<file path="src/hdl/hmc_cfg.svh">
`ifndef HMC_CFG_SVH
`define HMC_CFG_SVH
// Register addresses
`define HMC_ADDR_PRESET 16'h0304
`define HMC_ADDR_HART 16'h0305
`define HMC_ADDR_MODE 16'h0306
`define HMC_ADDR_PORT 16'h0307
`define HMC_ADDR_REV 16'h0308
`define HMC_ADDR_HEALTH 16'h0309
// Field positions
`define HMC_HART_FAIL_LSB 8
`define HMC_HART_RETRY_LSB 6
`define HMC_HART_MODEM_BIT 5
`define HMC_HART_PRIMARY_BIT 4
`define HMC_MODE_MAP_BIT 8
`define HMC_MODE_SWAP_BIT 9
`define HMC_PORT_PAR_LSB 12
`define HMC_PORT_BAUD_LSB 8
// Reset and factory values
`define HMC_RST_PRESET 16'h07cf
`define HMC_RST_HART 16'h0050
`define HMC_RST_MODE 16'h0000
`define HMC_RST_PORT 16'h2001
`define HMC_ADDR_MIN 8'h01
`define HMC_ADDR_MAX 8'hf7
// Writable bit masks
`define HMC_MASK_HART 16'h03ff
`define HMC_MASK_MODE 16'h0300
`define HMC_MASK_PORT 16'h3fff
`endif

</file>
<file path="src/hdl/hmc_pkg.sv">
package hmc_pkg;
   typedef enum logic [1:0] {
      HMC_FAIL_HOLD,
      HMC_FAIL_PRESET,
      HMC_FAIL_NAN,
      HMC_FAIL_RSVD
   } hmc_fail_e;
   typedef enum logic [1:0] {
      HMC_PAR_NONE,
      HMC_PAR_EVEN,
      HMC_PAR_ODD,
      HMC_PAR_RSVD
   } hmc_parity_e;
   typedef logic [15:0] hmc_word_t;
endpackage

</file>
<file path="src/hdl/hmc_regs.sv">
`timescale 1ns/10ps
`include "hmc_cfg.svh"
// Contract
// - Slave addresses 1 to 247 are accepted and only frames with that address are served.
// - Mode bit 8 picks device-grouped (0) or variable-grouped (1) register layout.
// - A 32-bit float spans two registers, most significant byte first by default.
// - Mode bit 9 swaps the two float words so the low word comes first.
// - HART bits 9:8 pick hold, preset or NaN substitution for a failed device.
// - HART bits 7:6 give 1 to 3 retries, after which the failed value is stored.
// - HART bit 5 selects register fill (0) or transparent modem (1).
// - HART bit 4 selects primary (1) or secondary (0) master role.
// - HART bits 3:0 hold polled device count minus one.
// - Functions 6 and 16 write one register or a contiguous range.
// - Written settings are committed to storage and restored after power-up.
// - Register 772 holds the preset substitution value.
// - Port bits 13:12 encode parity as 00 none, 01 even, 10 odd.
// - Register 776 reports hardware revision high byte, software revision low byte.
module hmc_regs #(
   parameter logic [7:0] HW_REV = 8'h01,
   parameter logic [7:0] SW_REV = 8'h01
) (
   input wire logic ref_clk,
   input wire logic rst,
   // Decoded Modbus frame fields
   input wire logic req_valid,
   input wire logic [7:0] req_slave,
   input wire logic [7:0] req_func,
   input wire logic [15:0] req_addr,
   input wire logic [15:0] req_data,
   input wire logic req_last,
   // Poll sequencer status
   input wire logic [15:0] dev_health,
   input wire logic poll_fail,
   input wire logic [31:0] last_float,
   input wire logic [15:0] last_int,
   // Responses
   output logic rsp_valid,
   output logic rsp_err,
   output logic [15:0] rsp_data,
   // Configuration outputs, substitution values and restore status
   output logic [15:0] preset_value,
   output logic [1:0] fail_mode,
   output logic [1:0] retry_count,
   output logic modem_mode,
   output logic primary_master,
   output logic [3:0] poll_count_m1,
   output logic map_by_var,
   output logic float_swap,
   output logic [1:0] parity,
   output logic [3:0] baud_code,
   output logic [7:0] slave_addr,
   output logic [31:0] subst_float,
   output logic [15:0] subst_int,
   output logic [15:0] float_hi_word,
   output logic [15:0] float_lo_word,
   output logic restore_done
);
   ////////////////////////////////////////////////////////////////////////////////
   localparam logic [7:0] FN_READ = 8'h03;
   localparam logic [7:0] FN_WR1 = 8'h06;
   localparam logic [7:0] FN_WRN = 8'h10;
   localparam logic [31:0] NAN_F = 32'h7fc00000;

   typedef enum logic [1:0] {
      ST_RESTORE,
      ST_WAIT,
      ST_RUN
   } hmc_state_e;

   hmc_state_e state_q;
   logic [1:0] rst_idx_q;
   logic [15:0] preset_q, hart_q, mode_q, port_q;
   logic nvm_we;
   logic [1:0] nvm_wa;
   logic [15:0] nvm_wd;
   logic [15:0] nvm_rd;
   logic [1:0] nvm_ra;
   logic addr_hit;
   logic wr_ok;
   logic [15:0] wr_val;
   logic [2:0] wr_idx;
   hmc_pkg::hmc_fail_e fail_code;

   // Index of a writable register, 4 for none
   function automatic logic [2:0] cfg_index(input logic [15:0] a);
      unique case (a)
         `HMC_ADDR_PRESET: cfg_index = 3'd0;
         `HMC_ADDR_HART: cfg_index = 3'd1;
         `HMC_ADDR_MODE: cfg_index = 3'd2;
         `HMC_ADDR_PORT: cfg_index = 3'd3;
         default: cfg_index = 3'd4;
      endcase
   endfunction

   // Port word with an out-of-range address is refused
   function automatic logic port_legal(input logic [15:0] v);
      port_legal = (v[7:0] >= `HMC_ADDR_MIN) && (v[7:0] <= `HMC_ADDR_MAX) &&
                   (v[13:12] != 2'b11);
   endfunction

   ////////////////////////////////////////////////////////////////////////////////
   // own address only
   assign addr_hit = req_valid && (req_slave == slave_addr) && (state_q == ST_RUN);
   // Decoded once, shared by the write check, the mask and the storage port
   assign wr_idx = cfg_index(req_addr);
   assign wr_ok = addr_hit && ((req_func == FN_WR1) || (req_func == FN_WRN)) &&
                  (wr_idx != 3'd4) &&
                  ((wr_idx != 3'd3) || port_legal(req_data));
   always_comb begin
      wr_val = req_data;
      unique case (wr_idx)
         3'd1: wr_val = req_data & `HMC_MASK_HART;
         3'd2: wr_val = req_data & `HMC_MASK_MODE;
         3'd3: wr_val = req_data & `HMC_MASK_PORT;
         default: wr_val = req_data;
      endcase
   end

   ////////////////////////////////////////////////////////////////////////////////
   // write-through storage
   assign nvm_we = wr_ok;
   assign nvm_wa = wr_idx[1:0];
   assign nvm_wd = wr_val;
   assign nvm_ra = rst_idx_q;

   hmc_nvm #(.WORDS(4), .AW(2)) u_nvm (
      .ref_clk(ref_clk),
      .wr_en(nvm_we),
      .wr_addr(nvm_wa),
      .wr_data(nvm_wd),
      .rd_addr(nvm_ra),
      .rd_data(nvm_rd)
   );

   // Restore walk: one word per two cycles, keeps the read port simple
   always_ff @(posedge ref_clk or posedge rst) begin
      if (rst) begin
         state_q <= ST_RESTORE;
      end else begin
         unique case (state_q)
            ST_RESTORE: state_q <= ST_WAIT;
            ST_WAIT: begin
               if (rst_idx_q == 2'd3) begin
                  state_q <= ST_RUN;
               end else begin
                  state_q <= ST_RESTORE;
               end
            end
            ST_RUN: state_q <= ST_RUN;
            // The fourth code is unused; fall back to ST_RESTORE, keeping the current word index
            default: state_q <= ST_RESTORE;
         endcase
      end
   end

   // Storage word index, stepped after each word is taken
   always_ff @(posedge ref_clk or posedge rst) begin
      if (rst) begin
         rst_idx_q <= 2'd0;
      end else if ((state_q == ST_WAIT) && (rst_idx_q != 2'd3)) begin
         rst_idx_q <= rst_idx_q + 2'd1;
      end
   end

   ////////////////////////////////////////////////////////////////////////////////
   // Storage may hold garbage on first power-up; only legal port words are loaded
   always_ff @(posedge ref_clk or posedge rst) begin
      if (rst) begin
         preset_q <= `HMC_RST_PRESET;
         hart_q <= `HMC_RST_HART;
         mode_q <= `HMC_RST_MODE;
         port_q <= `HMC_RST_PORT;
      end else if (state_q == ST_WAIT) begin
         unique case (rst_idx_q)
            2'd0: preset_q <= nvm_rd;
            2'd1: hart_q <= nvm_rd & `HMC_MASK_HART;
            2'd2: mode_q <= nvm_rd & `HMC_MASK_MODE;
            2'd3: begin
               if (port_legal(nvm_rd)) begin
                  port_q <= nvm_rd & `HMC_MASK_PORT;
               end
            end
         endcase
      end else if (wr_ok) begin
         unique case (wr_idx)
            3'd0: preset_q <= wr_val;
            3'd1: hart_q <= wr_val;
            3'd2: mode_q <= wr_val;
            default: port_q <= wr_val;
         endcase
      end
   end

   always_ff @(posedge ref_clk or posedge rst) begin
      if (rst) begin
         restore_done <= 1'b0;
      end else begin
         restore_done <= (state_q == ST_RUN);
      end
   end

   ////////////////////////////////////////////////////////////////////////////////
   // Field outputs, all registered, one block for each register
   always_ff @(posedge ref_clk or posedge rst) begin
      if (rst) begin
         preset_value <= `HMC_RST_PRESET;
      end else begin
         preset_value <= preset_q;
      end
   end

   // Reset values follow the factory word of the HART settings register
   always_ff @(posedge ref_clk or posedge rst) begin
      if (rst) begin
         fail_mode <= 2'b00;
         retry_count <= 2'b01;
         modem_mode <= 1'b0;
         primary_master <= 1'b1;
         poll_count_m1 <= 4'h0;
      end else begin
         fail_mode <= hart_q[`HMC_HART_FAIL_LSB +: 2];
         retry_count <= (hart_q[`HMC_HART_RETRY_LSB +: 2] == 2'b00) ? 2'b01 :
                        hart_q[`HMC_HART_RETRY_LSB +: 2];
         modem_mode <= hart_q[`HMC_HART_MODEM_BIT];
         primary_master <= hart_q[`HMC_HART_PRIMARY_BIT];
         poll_count_m1 <= hart_q[3:0];
      end
   end

   always_ff @(posedge ref_clk or posedge rst) begin
      if (rst) begin
         map_by_var <= 1'b0;
         float_swap <= 1'b0;
      end else begin
         map_by_var <= mode_q[`HMC_MODE_MAP_BIT];
         float_swap <= mode_q[`HMC_MODE_SWAP_BIT];
      end
   end

   // Factory port word is address 1 with odd parity
   always_ff @(posedge ref_clk or posedge rst) begin
      if (rst) begin
         parity <= 2'b10;
         baud_code <= 4'h0;
         slave_addr <= `HMC_ADDR_MIN;
      end else begin
         parity <= port_q[`HMC_PORT_PAR_LSB +: 2];
         baud_code <= port_q[`HMC_PORT_BAUD_LSB +: 4];
         slave_addr <= port_q[7:0];
      end
   end

   ////////////////////////////////////////////////////////////////////////////////
   // Failed action code, shared by both substitution registers
   assign fail_code = hmc_pkg::hmc_fail_e'(hart_q[`HMC_HART_FAIL_LSB +: 2]);

   always_ff @(posedge ref_clk or posedge rst) begin
      if (rst) begin
         subst_float <= 32'h00000000;
      end else if (poll_fail) begin
         unique case (fail_code)
            // preset widened to the float pair
            hmc_pkg::HMC_FAIL_PRESET: begin
               subst_float <= {16'h0000, preset_q};
            end
            hmc_pkg::HMC_FAIL_NAN: begin
               subst_float <= NAN_F;
            end
            default: begin
               subst_float <= last_float;
            end
         endcase
      end
   end

   // Integer registers take zero where floats take NaN
   always_ff @(posedge ref_clk or posedge rst) begin
      if (rst) begin
         subst_int <= 16'h0000;
      end else if (poll_fail) begin
         unique case (fail_code)
            hmc_pkg::HMC_FAIL_PRESET: begin
               subst_int <= preset_q;
            end
            hmc_pkg::HMC_FAIL_NAN: begin
               subst_int <= 16'h0000;
            end
            default: begin
               subst_int <= last_int;
            end
         endcase
      end
   end

   hmc_float_order u_order (
      .ref_clk(ref_clk),
      .rst(rst),
      .swap(float_swap),
      .value(subst_float),
      .word_first(float_hi_word),
      .word_second(float_lo_word)
   );

   ////////////////////////////////////////////////////////////////////////////////
   // Middle beats of a range write stay silent, so a frame gets one answer
   always_ff @(posedge ref_clk or posedge rst) begin
      if (rst) begin
         rsp_valid <= 1'b0;
      end else begin
         rsp_valid <= addr_hit && (req_last || (req_func == FN_READ));
      end
   end

   // Answer every frame for this address; unmapped reads are an error
   always_ff @(posedge ref_clk or posedge rst) begin
      if (rst) begin
         rsp_err <= 1'b0;
         rsp_data <= 16'h0000;
      end else begin
         rsp_err <= 1'b0;
         rsp_data <= 16'h0000;
         if (addr_hit && (req_func == FN_READ)) begin
            unique case (req_addr)
               `HMC_ADDR_PRESET: rsp_data <= preset_q;
               `HMC_ADDR_HART: rsp_data <= hart_q;
               `HMC_ADDR_MODE: rsp_data <= mode_q;
               `HMC_ADDR_PORT: rsp_data <= port_q;
               `HMC_ADDR_REV: rsp_data <= {HW_REV, SW_REV};
               `HMC_ADDR_HEALTH: rsp_data <= dev_health;
               default: rsp_err <= 1'b1;
            endcase
         end else if (addr_hit && !wr_ok) begin
            rsp_err <= 1'b1;
         end else if (addr_hit) begin
            rsp_data <= wr_val;
         end
      end
   end
endmodule

</file>
<file path="src/hdl/hmc_nvm.sv">
`timescale 1ns/10ps
// Small word store standing in for nonvolatile storage; read data registered
module hmc_nvm #(
   parameter int WORDS = 4,
   parameter int AW = 2
) (
   input wire logic ref_clk,
   input wire logic wr_en,
   input wire logic [AW-1:0] wr_addr,
   input wire logic [15:0] wr_data,
   input wire logic [AW-1:0] rd_addr,
   output logic [15:0] rd_data
);
   logic [15:0] mem [WORDS];
   always_ff @(posedge ref_clk) begin
      if (wr_en) begin
         mem[wr_addr] <= wr_data;
      end
      rd_data <= mem[rd_addr];
   end
endmodule

</file>
<file path="src/hdl/hmc_float_order.sv">
`timescale 1ns/10ps
`include "hmc_cfg.svh"
// Splits a float into two registers, high word first unless swapped
module hmc_float_order (
   input wire logic ref_clk,
   input wire logic rst,
   input wire logic swap,
   input wire logic [31:0] value,
   output logic [15:0] word_first,
   output logic [15:0] word_second
);
   always_ff @(posedge ref_clk or posedge rst) begin
      if (rst) begin
         word_first <= 16'h0000;
         word_second <= 16'h0000;
      end else begin
         word_first <= swap ? value[15:0] : value[31:16];
         word_second <= swap ? value[31:16] : value[15:0];
      end
   end
endmodule

</file>
<file path="config.mk">
export PLATFORM = sky130hd
export DESIGN_NAME = hmc_regs
export DESIGN_NICKNAME = d
export VERILOG_FILES = /design/src/hdl/hmc_pkg.sv /design/src/hdl/hmc_regs.sv /design/src/hdl/hmc_nvm.sv /design/src/hdl/hmc_float_order.sv
export VERILOG_INCLUDE_DIRS = /design/src /design/src/hdl
export SDC_FILE = /design/constraint.sdc
export NUM_CORES = 1
export LEC_CHECK = 0
export BUFFER_PORTS_ARGS = -buffer_cell sky130_fd_sc_hd__buf_2
export CORE_MARGIN = 10
export CORE_UTILIZATION = 49
export DETAILED_ROUTE_END_ITERATION = 10
export PLACE_DENSITY_LB_ADDON = 0.2
export SLEW_MARGIN = 20
export SYNTH_ARGS = -nofsm -noshare
export SYNTH_HDL_FRONTEND = slang
export SYNTH_HIERARCHICAL = 1
export SYNTH_SLANG_ARGS = --single-unit
</file>
<file path="constraint.sdc">
create_clock -name ref_clk -period 6.05 [get_ports ref_clk]
set_input_delay 1.21 -clock ref_clk [delete_from_list [all_inputs] [get_ports ref_clk]]
set_output_delay 1.21 -clock ref_clk [all_outputs]
set_load 0.01 [all_outputs]
</file>
==> metrics.txt, run 1 <==
status=complete, no violations; metal3 WL=2440 um; DRT met1 WL=13600 um; Total GRT Usage=0.202; # IOs=258; total number of vias=7686; routability cong.=0.866; routed len/inst=22.6 um; vias per cell=5.45; Tcrit/Tclk final=0.591; worst hold path class=flip-flop to flip-flop; Hold Path Depth=0; Pleak=6.47 nW; DRT Wirelength=31900 um; share of the synthesized area in the top cell type=0.391; number of flops mapped to enable cells by yosys=64; Worst-path clk slew=60 ps; max_cap viols=0; Residual DRC=0; Fin. Hold Viols=0; Yosys top cell by area=dfrtp_1; Placed Area=0.0132 mm2; pins over their slew limit=0; Starting Density=0.499; mean post-synth cell area=14.3 um2; layout cell share with drive strength beyond 1=0.414; setup total negative slack=0 ps; Hold Worst Slack=384 ps; Synth Area in Compound Gates=0.0867; R2R Setup Slk=2830 ps; synthesis-stage register bit count=289; most frequent cells in the layout=buf_2, dfrtp_1, edfxtp_1, a21oi_1, nor2_1; final setup fails=0; Antenna Cells=0; Synth Warn #=6; post-synthesis sequential area ratio=0.641; Reg2Reg Depth=6; die area=0.0305 mm2; Mapped Cells=816; post-cts resize count=0; PortBufs=257; DP Wirelength=23200 um; First-pass DRT Iterations=5; xor/xnor share of the synthesized area=0.00673; CP Data Arrival Time=3760 ps; clock skew=7.54 ps; syn nets=939; FF-to-FF End=u_nvm/mem[2][8]$_DFFE_PP_; clock latency on the worst-skew pair=550 ps; row count=56; CP max FO=16; post-route cell area=0.0142 mm2; Main synth FF type=dfrtp_1; H-tree levels=1; largest family of logic cells by synthesized area=multiplexers; max-slew headroom at the worst pin=0.323; postcts setup bufs=0; Worst R2R Start=slave_addr[0]$_DFF_PP1_; Num CTS Buffers=30; root buf cell=clkbuf_16; first-pass GRT wire length=48700 um; metal2 WL=14900 um; min cycle time layout=3580 ps; Post-Syn Area=0.0117 mm2; crit path kind=input port to flip-flop; setup ws final=2470 ps; max frequency=280 MHz; filler cell count=1895; Slew @ Worst Pin=1020 ps; core box area=0.0235 mm2; initial drt markers=667; initial antenna violation count=1; top post-synthesis cells by area=dfrtp_1, edfxtp_1, dfstp_2; vias in the first global route=7974; Place WS=1890 ps; Setup crit end kind=flip-flop; WHS Endpoint=slave_addr[0]$_DFF_PP1_; startpoint class of the critical path=input port; Synth Area in Simple Gates=0.0814; die height=175 um; Post-synth ARST share=0.723; Final nets=1189; Yosys cell types=57; Adder-Cell Fraction of Synth Area=0.00641; CTS tree=built; PwrDens=297 mW/mm2; CTS sink cnt=289; grt ovf=0; hold_sp=port_q[0]$_DFFE_PP1P_; largest net degree at the start of global routing=95; multi-input logic area=0.00381 mm2; commonest non-fill, non-tap cell in the layout=buf_2; peak supply drop=0.000223 V; Post-CTS Hold Buffers=0; clock buffer depth=3; RSZ-0062 raised after global routing=false; top sig layer=met5; post-synthesis mux area share=0.143; Layout area overhead=21.7%; required time worst endpoint=6230 ps; Die X=175 um; DRT antenna net count=0; Layout Utilization=0.607; Reg area=0.00751 mm2
## per-stage QoR
| step | total power, W | cells |
|---|---|---|
| 6_report | 0.00424 | 1409 |
| 5_1_grt | 0.00438 | 1409 |
| 4_1_cts | 0.00427 | 1409 |
| 3_5_place_dp | 0.00235 | 1353 |
| 3_3_place_gp | 0.00235 | 1353 |
| 2_1_floorplan | 0.00222 | 816 |
## kinds of logic (layout without fill, tap and decap cells)
| kind of cell | count (synthesis) | in the layout |
|---|---|---|
| muxes | 102 | 102 |
| buffers and inverters | 77 | 351 |
| AOI/OAI and AO/OA | 157 | 157 |
| and+or+nand+nor | 176 | 176 |
| xor gates and xnor gates | 9 | 9 |
| DFF | 289 | 289 |
| adders and majority gates | 6 | 6 |
## worst max path at each step
stage                start                    endpoint  slack [ps]  cells after the start
2_1_floorplan          rst      baud_code[0]$_DFF_PP0_          80                      1
3_3_place_gp   req_func[3]  u_nvm/mem[2][12]$_DFFE_PP_        1970                      7
3_5_place_dp   req_func[3]  u_nvm/mem[2][12]$_DFFE_PP_        1890                      7
4_1_cts        req_func[3]  u_nvm/mem[2][12]$_DFFE_PP_        2460                      7
5_1_grt        req_addr[0]      port_q[10]$_DFFE_PP0P_        2260                      8
6_report       req_func[3]   u_nvm/mem[2][8]$_DFFE_PP_        2470                      7
## final cells by class
cell class                      instances  area share
Sequential cell                       289       0.527
Multi-Input combinational cell        450       0.267
Timing Repair Buffer                  267      0.0955
Tap cell                              319      0.0280
Inverter                               28     0.00782
Clock inverter                         12      0.0103
Clock buffer                           44      0.0643
## power breakdown
| part | internal (W) | total, W | leakage [nW] | switching [W] |
|---|---|---|---|---|
| Clock | 0.00117 | 0.00193 | 0.531 | 0.000752 |
| Combinational | 0.000108 | 0.000252 | 2.71 | 0.000144 |
| Sequential | 0.00203 | 0.00206 | 3.23 | 0.0000266 |
## cell usage after synthesis, drive strengths merged (6+ instances only)
| master | n |
|---|---|
| a221oi | 6 |
| o22ai | 6 |
| nand2 | 24 |
| mux4 | 32 |
| dfxtp | 16 |
| mux2 | 70 |
| xnor2 | 9 |
| and3 | 15 |
| o2bb2ai | 10 |
| nand3 | 8 |
| and2 | 31 |
| a21oi | 64 |
| dfstp | 26 |
| clkbuf | 31 |
| inv | 27 |
| nor2 | 61 |
| buf | 18 |
| o21ai | 13 |
| ha | 6 |
| dfrtp | 183 |
| nor4 | 6 |
| edfxtp | 64 |
| a22oi | 46 |
## layer usage
metal,global-route usage,vias up
met5,0,-
met4,0.0590,2
met3,0.0451,57
met2,0.324,326
met1,0.273,3813
li1,-,3488
## critical path, stage by stage
cell      delay, ps
buf_2            90
nor4_1          330
o211ai_1        320
a311o_1         350
or3_1           490
clkinv_2        200
and3b_1         750
## flip-flops by register name, indices dropped and copies added, names as in the netlist, 4 cells and up
signal               cells
mode_q                  16
u_order/word_second     16
preset_q                16
slave_addr               8
u_order/word_first      16
u_nvm/rd_data           16
u_nvm/mem               64
baud_code                4
subst_int               16
subst_float             32
preset_value            16
hart_q                  16
rsp_data                16
port_q                  16
poll_count_m1            4
No activity file was read; power rests on OpenSTA's default activity.
==> run 2, diff against run 1 <==
- ABC_AREA: default -> 1
- CORE_UTILIZATION: 49 -> 50
- clock period: 6.05 -> 3.35 ns (I/O delays scaled with it)
==> run 2 against run 1 <==
Cell count is 40% higher. Largest cell class unchanged. Critical path type is now flip-flop to flip-flop. Highest routed layer is now met4. Count of clock-buffer cells in the layout up 1. Die area is 2.6% higher. Combinational power up 53%. First-iteration DRC count up 36%. Design area rose by 4.6%.
==> metrics.txt, run 2 <==
min cycle time layout=2480 ps; Main synth FF type=dfrtp_1; Starting Density=0.507; FF-to-FF End=port_q[11]$_DFFE_PP0P_; Post-Syn Area=0.0123 mm2; vias in the first global route=9625; initial antenna violation count=3; Yosys cell types=42; first-pass GRT wire length=54000 um; filler cell count=2073; most frequent cells in the layout=nand2_1, buf_2, dfrtp_1, inv_1, nand3_1; clock buffer depth=3; RSZ-0062 raised after global routing=false; Residual DRC=0; Total GRT Usage=0.218; synthesis-stage register bit count=289; initial drt markers=905; die area=0.0313 mm2; CTS tree=built; post-cts resize count=0; setup total negative slack=0 ps; max reg flops=64; Final nets=1750; Sequential Power Share=0.493; CP Capture Point=port_q[11]$_DFFE_PP0P_; Reg2Reg Depth=11; vias per cell=5.13; syn nets=1489; post-synthesis sequential area ratio=0.610; clock skew=23.6 ps; Mapped Cells=1366; commonest non-fill, non-tap cell in the layout=nand2_1; # IOs=258; Pleak=7.90 nW; First-pass DRT Iterations=5; required time worst endpoint=3770 ps; max frequency=403 MHz; root buf cell=clkbuf_16; mean post-synth cell area=9.00 um2; CTS sink cnt=289; post-route cell area=0.0149 mm2; Layout Utilization=0.614; M1 GR Usage=0.287; Top Registers=u_nvm/mem: 64 flops, subst_float: 32 flops; DRT antenna net count=0; cell internal pwr=0.00588 W; GR peak layer=met2; Worst R2R Start=state_q[1]$_DFF_PP0_; max_cap viols=0; routability cong.=0.911; PortBufs=257; max-slew headroom at the worst pin=0.305; cell with the most instances after synthesis=nand2_1; routed len/inst=18.0 um; worst hold path class=input port to async pin; startpoint class of the critical path=flip-flop; Placed Instances=1919; R2R Setup Slk=870 ps; layout cell share with drive strength beyond 1=0.244; Placed Area=0.0139 mm2; Net Switching=0.00161 W; postcts setup bufs=0; Tcrit/Tclk final=0.740; Fin. Hold Viols=0; status=complete, no violations; Biggest register=u_nvm/mem; share of the synthesized area in the top cell type=0.372; Post-CTS Hold Buffers=0; H-tree levels=1; DP Wirelength=26000 um; Die X=177 um; core box area=0.0242 mm2; DRT Wirelength=35700 um; Worst-path clk slew=60 ps; Setup crit end kind=flip-flop; row count=57; final setup fails=0; Switching Fraction=0.215; Yosys top cell by area=dfrtp_1; met2 Use GR=0.360; top cells by count, synth=nand2_1, dfrtp_1, inv_1, nand3_1, edfxtp_1; CP max FO=37; top post-synthesis cells by area=dfrtp_1, nand2_1, edfxtp_1; crit path kind=flip-flop to flip-flop; number of flops mapped to enable cells by yosys=64; Clock Power Share=0.455; Post-synth ARST share=0.723; CP Data Arrival Time=2900 ps; critical path startpoint=state_q[1]$_DFF_PP0_; Hold Worst Slack=187 ps; Layout area overhead=21.1%; Num CTS Buffers=30; combinational fraction of design power=0.051; non-filler cells, final=1978; Synth Warn #=6; peak supply drop=0.000453 V; clock latency on the worst-skew pair=550 ps; PwrDens=503 mW/mm2; largest net degree at the start of global routing=61; total number of vias=10100; GR Util met3=0.0365; pins over their slew limit=0; die height=177 um; grt ovf=0; Slew @ Worst Pin=1040 ps
[run 2: cell types whose count changed after synthesis, sizes merged, moves of 15 or more]
| cell | before | now |
|---|---|---|
| nand2 | 24 | 551 |
| inv | 27 | 164 |
| a21oi | 64 | 22 |
| o21ai | 13 | 36 |
| a22oi | 46 | 0 |
| and2 | 31 | 0 |
| nand3 | 8 | 147 |
| mux2 | 70 | 0 |
| mux4 | 32 | 0 |
| buf | 18 | 33 |
[run 2: power by group through the flow]
stage | Clock (W) | Combinational (W) | Sequential, W
4_1_cts | 0.00345 | 0.000389 | 0.00370
3_5_place_dp | 0 | 0.000386 | 0.00376
3_3_place_gp | 0 | 0.000382 | 0.00376
5_1_grt | 0.00359 | 0.000427 | 0.00370
2_1_floorplan | 0 | 0.000147 | 0.00378
6_report | 0.00341 | 0.000385 | 0.00370
[run 2: worst max-delay path, stage by stage (launching register included)]
cell and delay (ps):
dfrtp_1 390, inv_2 50, nor2_2 280, nand2_1 80, nor2_1 100, nand3_1 180, nor3_2 200, nand3_2 190
nand2_4 380, nand2_2 320, nand2_1 140, nand2_1 60
[run 2: worst min-delay path by stage]
stage	from	endpoint	slack, ps	cells past startpoint
2_1_floorplan	port_q[13]$_DFFE_PP1P_	parity[1]$_DFF_PP1_	360	0
3_3_place_gp	hart_q[4]$_DFFE_PP1P_	primary_master$_DFF_PP1_	380	0
3_5_place_dp	hart_q[4]$_DFFE_PP1P_	primary_master$_DFF_PP1_	380	0
4_1_cts	rst	subst_float[24]$_DFFE_PP0P_	200	2
5_1_grt	rst	subst_float[24]$_DFFE_PP0P_	230	2
6_report	rst	subst_float[22]$_DFFE_PP0P_	190	2
[run 2: logic make-up after synthesis]
group | synth area share
simple gates | 0.262
flops | 0.610
buf+inv | 0.0823
compound gates | 0.0377
fa+ha+maj | 0.00610
xor+xnor | 0.00214
[run 2: area by class of cell]
class	count	area, um2	area share
Clock inverter	11	154	0.0103
Antenna cell	3	7.51	0.000504
Multi-Input combinational cell	858	3800	0.255
Clock buffer	45	868	0.0583
Inverter	164	629	0.0422
Tap cell	324	405	0.0272
Sequential cell	289	7500	0.504
Timing Repair Buffer	284	1530	0.102
[run 2: through the flow]
stage               total power (W)  worst slack (ps)
global route                0.00772               666
CTS                         0.00753               893
floorplan                   0.00393             -53.8
finish                      0.00749               871
global placement            0.00414               680
detailed placement          0.00415               615
[run 2: layer usage]
metal,up-vias,share of wire
met5,-,0
met4,0,0.029
met3,71,0.073
met2,416,0.49
met1,4876,0.41
li1,4784,-
==> run 3, diff against run 2 <==
- CORE_UTILIZATION: 50 -> 49
- clock period: 3.35 -> 2.2 ns (I/O delays scaled with it)
==> run 3 against run 2 <==
Critical path depth up 1. Count of clock-buffer cells in the layout up 3. Die area up 1.8%. Register-to-register slack worse by 840 ps. Worst hold slack worse by 94 ps. Power up 49%. Routed wire length up 0.59%. Design area up 4.4%. Core utilization up 2.0 points. Combinational power up 66%. Critical endpoint is now u_nvm/mem[3][11]$_DFFE_PP_.
==> metrics.txt, run 3 (synthesis results as in run 2) <==
status=complete, no violations; Tcrit/Tclk final=0.986; first-pass GRT wire length=55400 um; PortBufs=257; # IOs=258; initial antenna violation count=2; max reg flops=64; worst hold path class=input port to flip-flop; Fin. Hold Viols=0; non-filler cells, final=2038; Place WS=-137 ps; Layout area overhead=26.5%; post-route cell area=0.0156 mm2; R2R Setup Slk=30 ps; Top Registers=u_nvm/mem: 64 flops, subst_float: 32 flops; core box area=0.0245 mm2; multi-input logic area=0.00390 mm2; Reg2Reg Depth=12; clock latency on the worst-skew pair=560 ps; crit path kind=flip-flop to flip-flop; Residual DRC=0; CTS tree=built; Placed Area=0.0145 mm2; Total GRT Usage=0.220; hold_sp=req_last; clock skew=20.7 ps; required time worst endpoint=2460 ps; Worst-path clk slew=60 ps; Placed Instances=1975; max-slew headroom at the worst pin=0.589; FF-to-FF End=u_nvm/mem[3][11]$_DFFE_PP_; layout cell share with drive strength beyond 1=0.286; H-tree levels=1; routed len/inst=17.6 um; Pleak=8.24 nW; Layout Utilization=0.634; die height=178 um; CTS sink cnt=289; DP Wirelength=26900 um; max frequency=461 MHz; vias per cell=5.03; Reg area=0.00750 mm2; Worst R2R Start=slave_addr[0]$_DFF_PP1_; Slew @ Worst Pin=617 ps; min cycle time layout=2170 ps; row count=57; final setup fails=0; DRT Wirelength=35900 um; Hold Path Depth=3; Hold Worst Slack=93.0 ps; Starting Density=0.501; Die X=178 um; Final nets=1811; routability cong.=0.908; PwrDens=718 mW/mm2; pins over their slew limit=0; setup ws final=30.2 ps; Biggest register=u_nvm/mem; initial drt markers=936; max_cap viols=0; peak supply drop=0.000622 V; CP max FO=16; root buf cell=clkbuf_16; CP Data Arrival Time=2430 ps; WHS Endpoint=rsp_valid$_DFF_PP0_; total number of vias=10300; Setup crit end kind=flip-flop; most frequent cells in the layout=nand2_1, buf_2, dfrtp_1, inv_1, nand3_1; startpoint class of the critical path=flip-flop; RSZ-0062 raised after global routing=true; clock buffer depth=3; filler cell count=2125; vias in the first global route=10200; Num CTS Buffers=30; First-pass DRT Iterations=5; largest net degree at the start of global routing=55; die area=0.0318 mm2; DRT antenna net count=0; grt ovf=0; commonest non-fill, non-tap cell in the layout=nand2_1
## run 3: stage by stage
stage,TNS [ps],total power (W)
detailed placement,-7750,0.00637
floorplan,-91780,0.00599
finish,0,0.0112
CTS,-2590,0.0113
global placement,-5680,0.00635
global route,-5010,0.0115
## run 3: layer usage
metal / track usage / wire, um / share of wire
met1: 0.284 / 14800 / 0.41
met2: 0.361 / 17200 / 0.48
met3: 0.0366 / 2540 / 0.071
met4: 0.0947 / 1390 / 0.039
met5: 0 / 0 / 0
## run 3: cell type report
class,count,share of cell area
Timing Repair Buffer,345,0.135
Clock buffer,48,0.0598
Sequential cell,289,0.482
Inverter,164,0.0421
Multi-Input combinational cell,858,0.251
Antenna cell,2,0.000322
Tap cell,324,0.0261
Clock inverter,8,0.00362
## run 3: what timing repair did
action                                  in CTS  in global routing
pin swaps                                    4                  4
setup buffers                                5                  0
endpoints found under the hold margin       13                  0
hold buffers                                 1                  0
endpoints found under the setup margin      64                 88
cloned                                       1                  0
gates resized for setup                      6                  6
## run 3: power breakdown
| group | switching (W) | internal, W |
|---|---|---|
| Combinational | 0.000386 | 0.000254 |
| Clock | 0.00202 | 0.00289 |
| Sequential | 0.0000620 | 0.00556 |
| Total | 0.00247 | 0.00871 |
## run 3: critical path: stages, from the launching register on
cell and delay (ps):
dfstp_2 550, nand2_2 50, inv_2 50, nor2_2 30, nor2_2 90, nand3_2 120
nor3_4 150, nand3_2 100, inv_2 100, clkinvlp_4 130, buf_4 160, nor3_4 150
buf_12 180
## run 3: how the worst max path moves through the flow
stage	slack, ps	startpoint	endpoint
after floorplan	-490	rst	baud_code[0]$_DFF_PP0_
after CTS	-50	slave_addr[0]$_DFF_PP1_	u_nvm/mem[2][3]$_DFFE_PP_
after global placement	-100	req_addr[7]	u_nvm/mem[3][11]$_DFFE_PP_
final	30	slave_addr[0]$_DFF_PP1_	u_nvm/mem[3][11]$_DFFE_PP_
after detailed placement	-140	req_addr[7]	u_nvm/mem[3][10]$_DFFE_PP_
after global routing	-100	slave_addr[0]$_DFF_PP1_	u_nvm/mem[3][13]$_DFFE_PP_
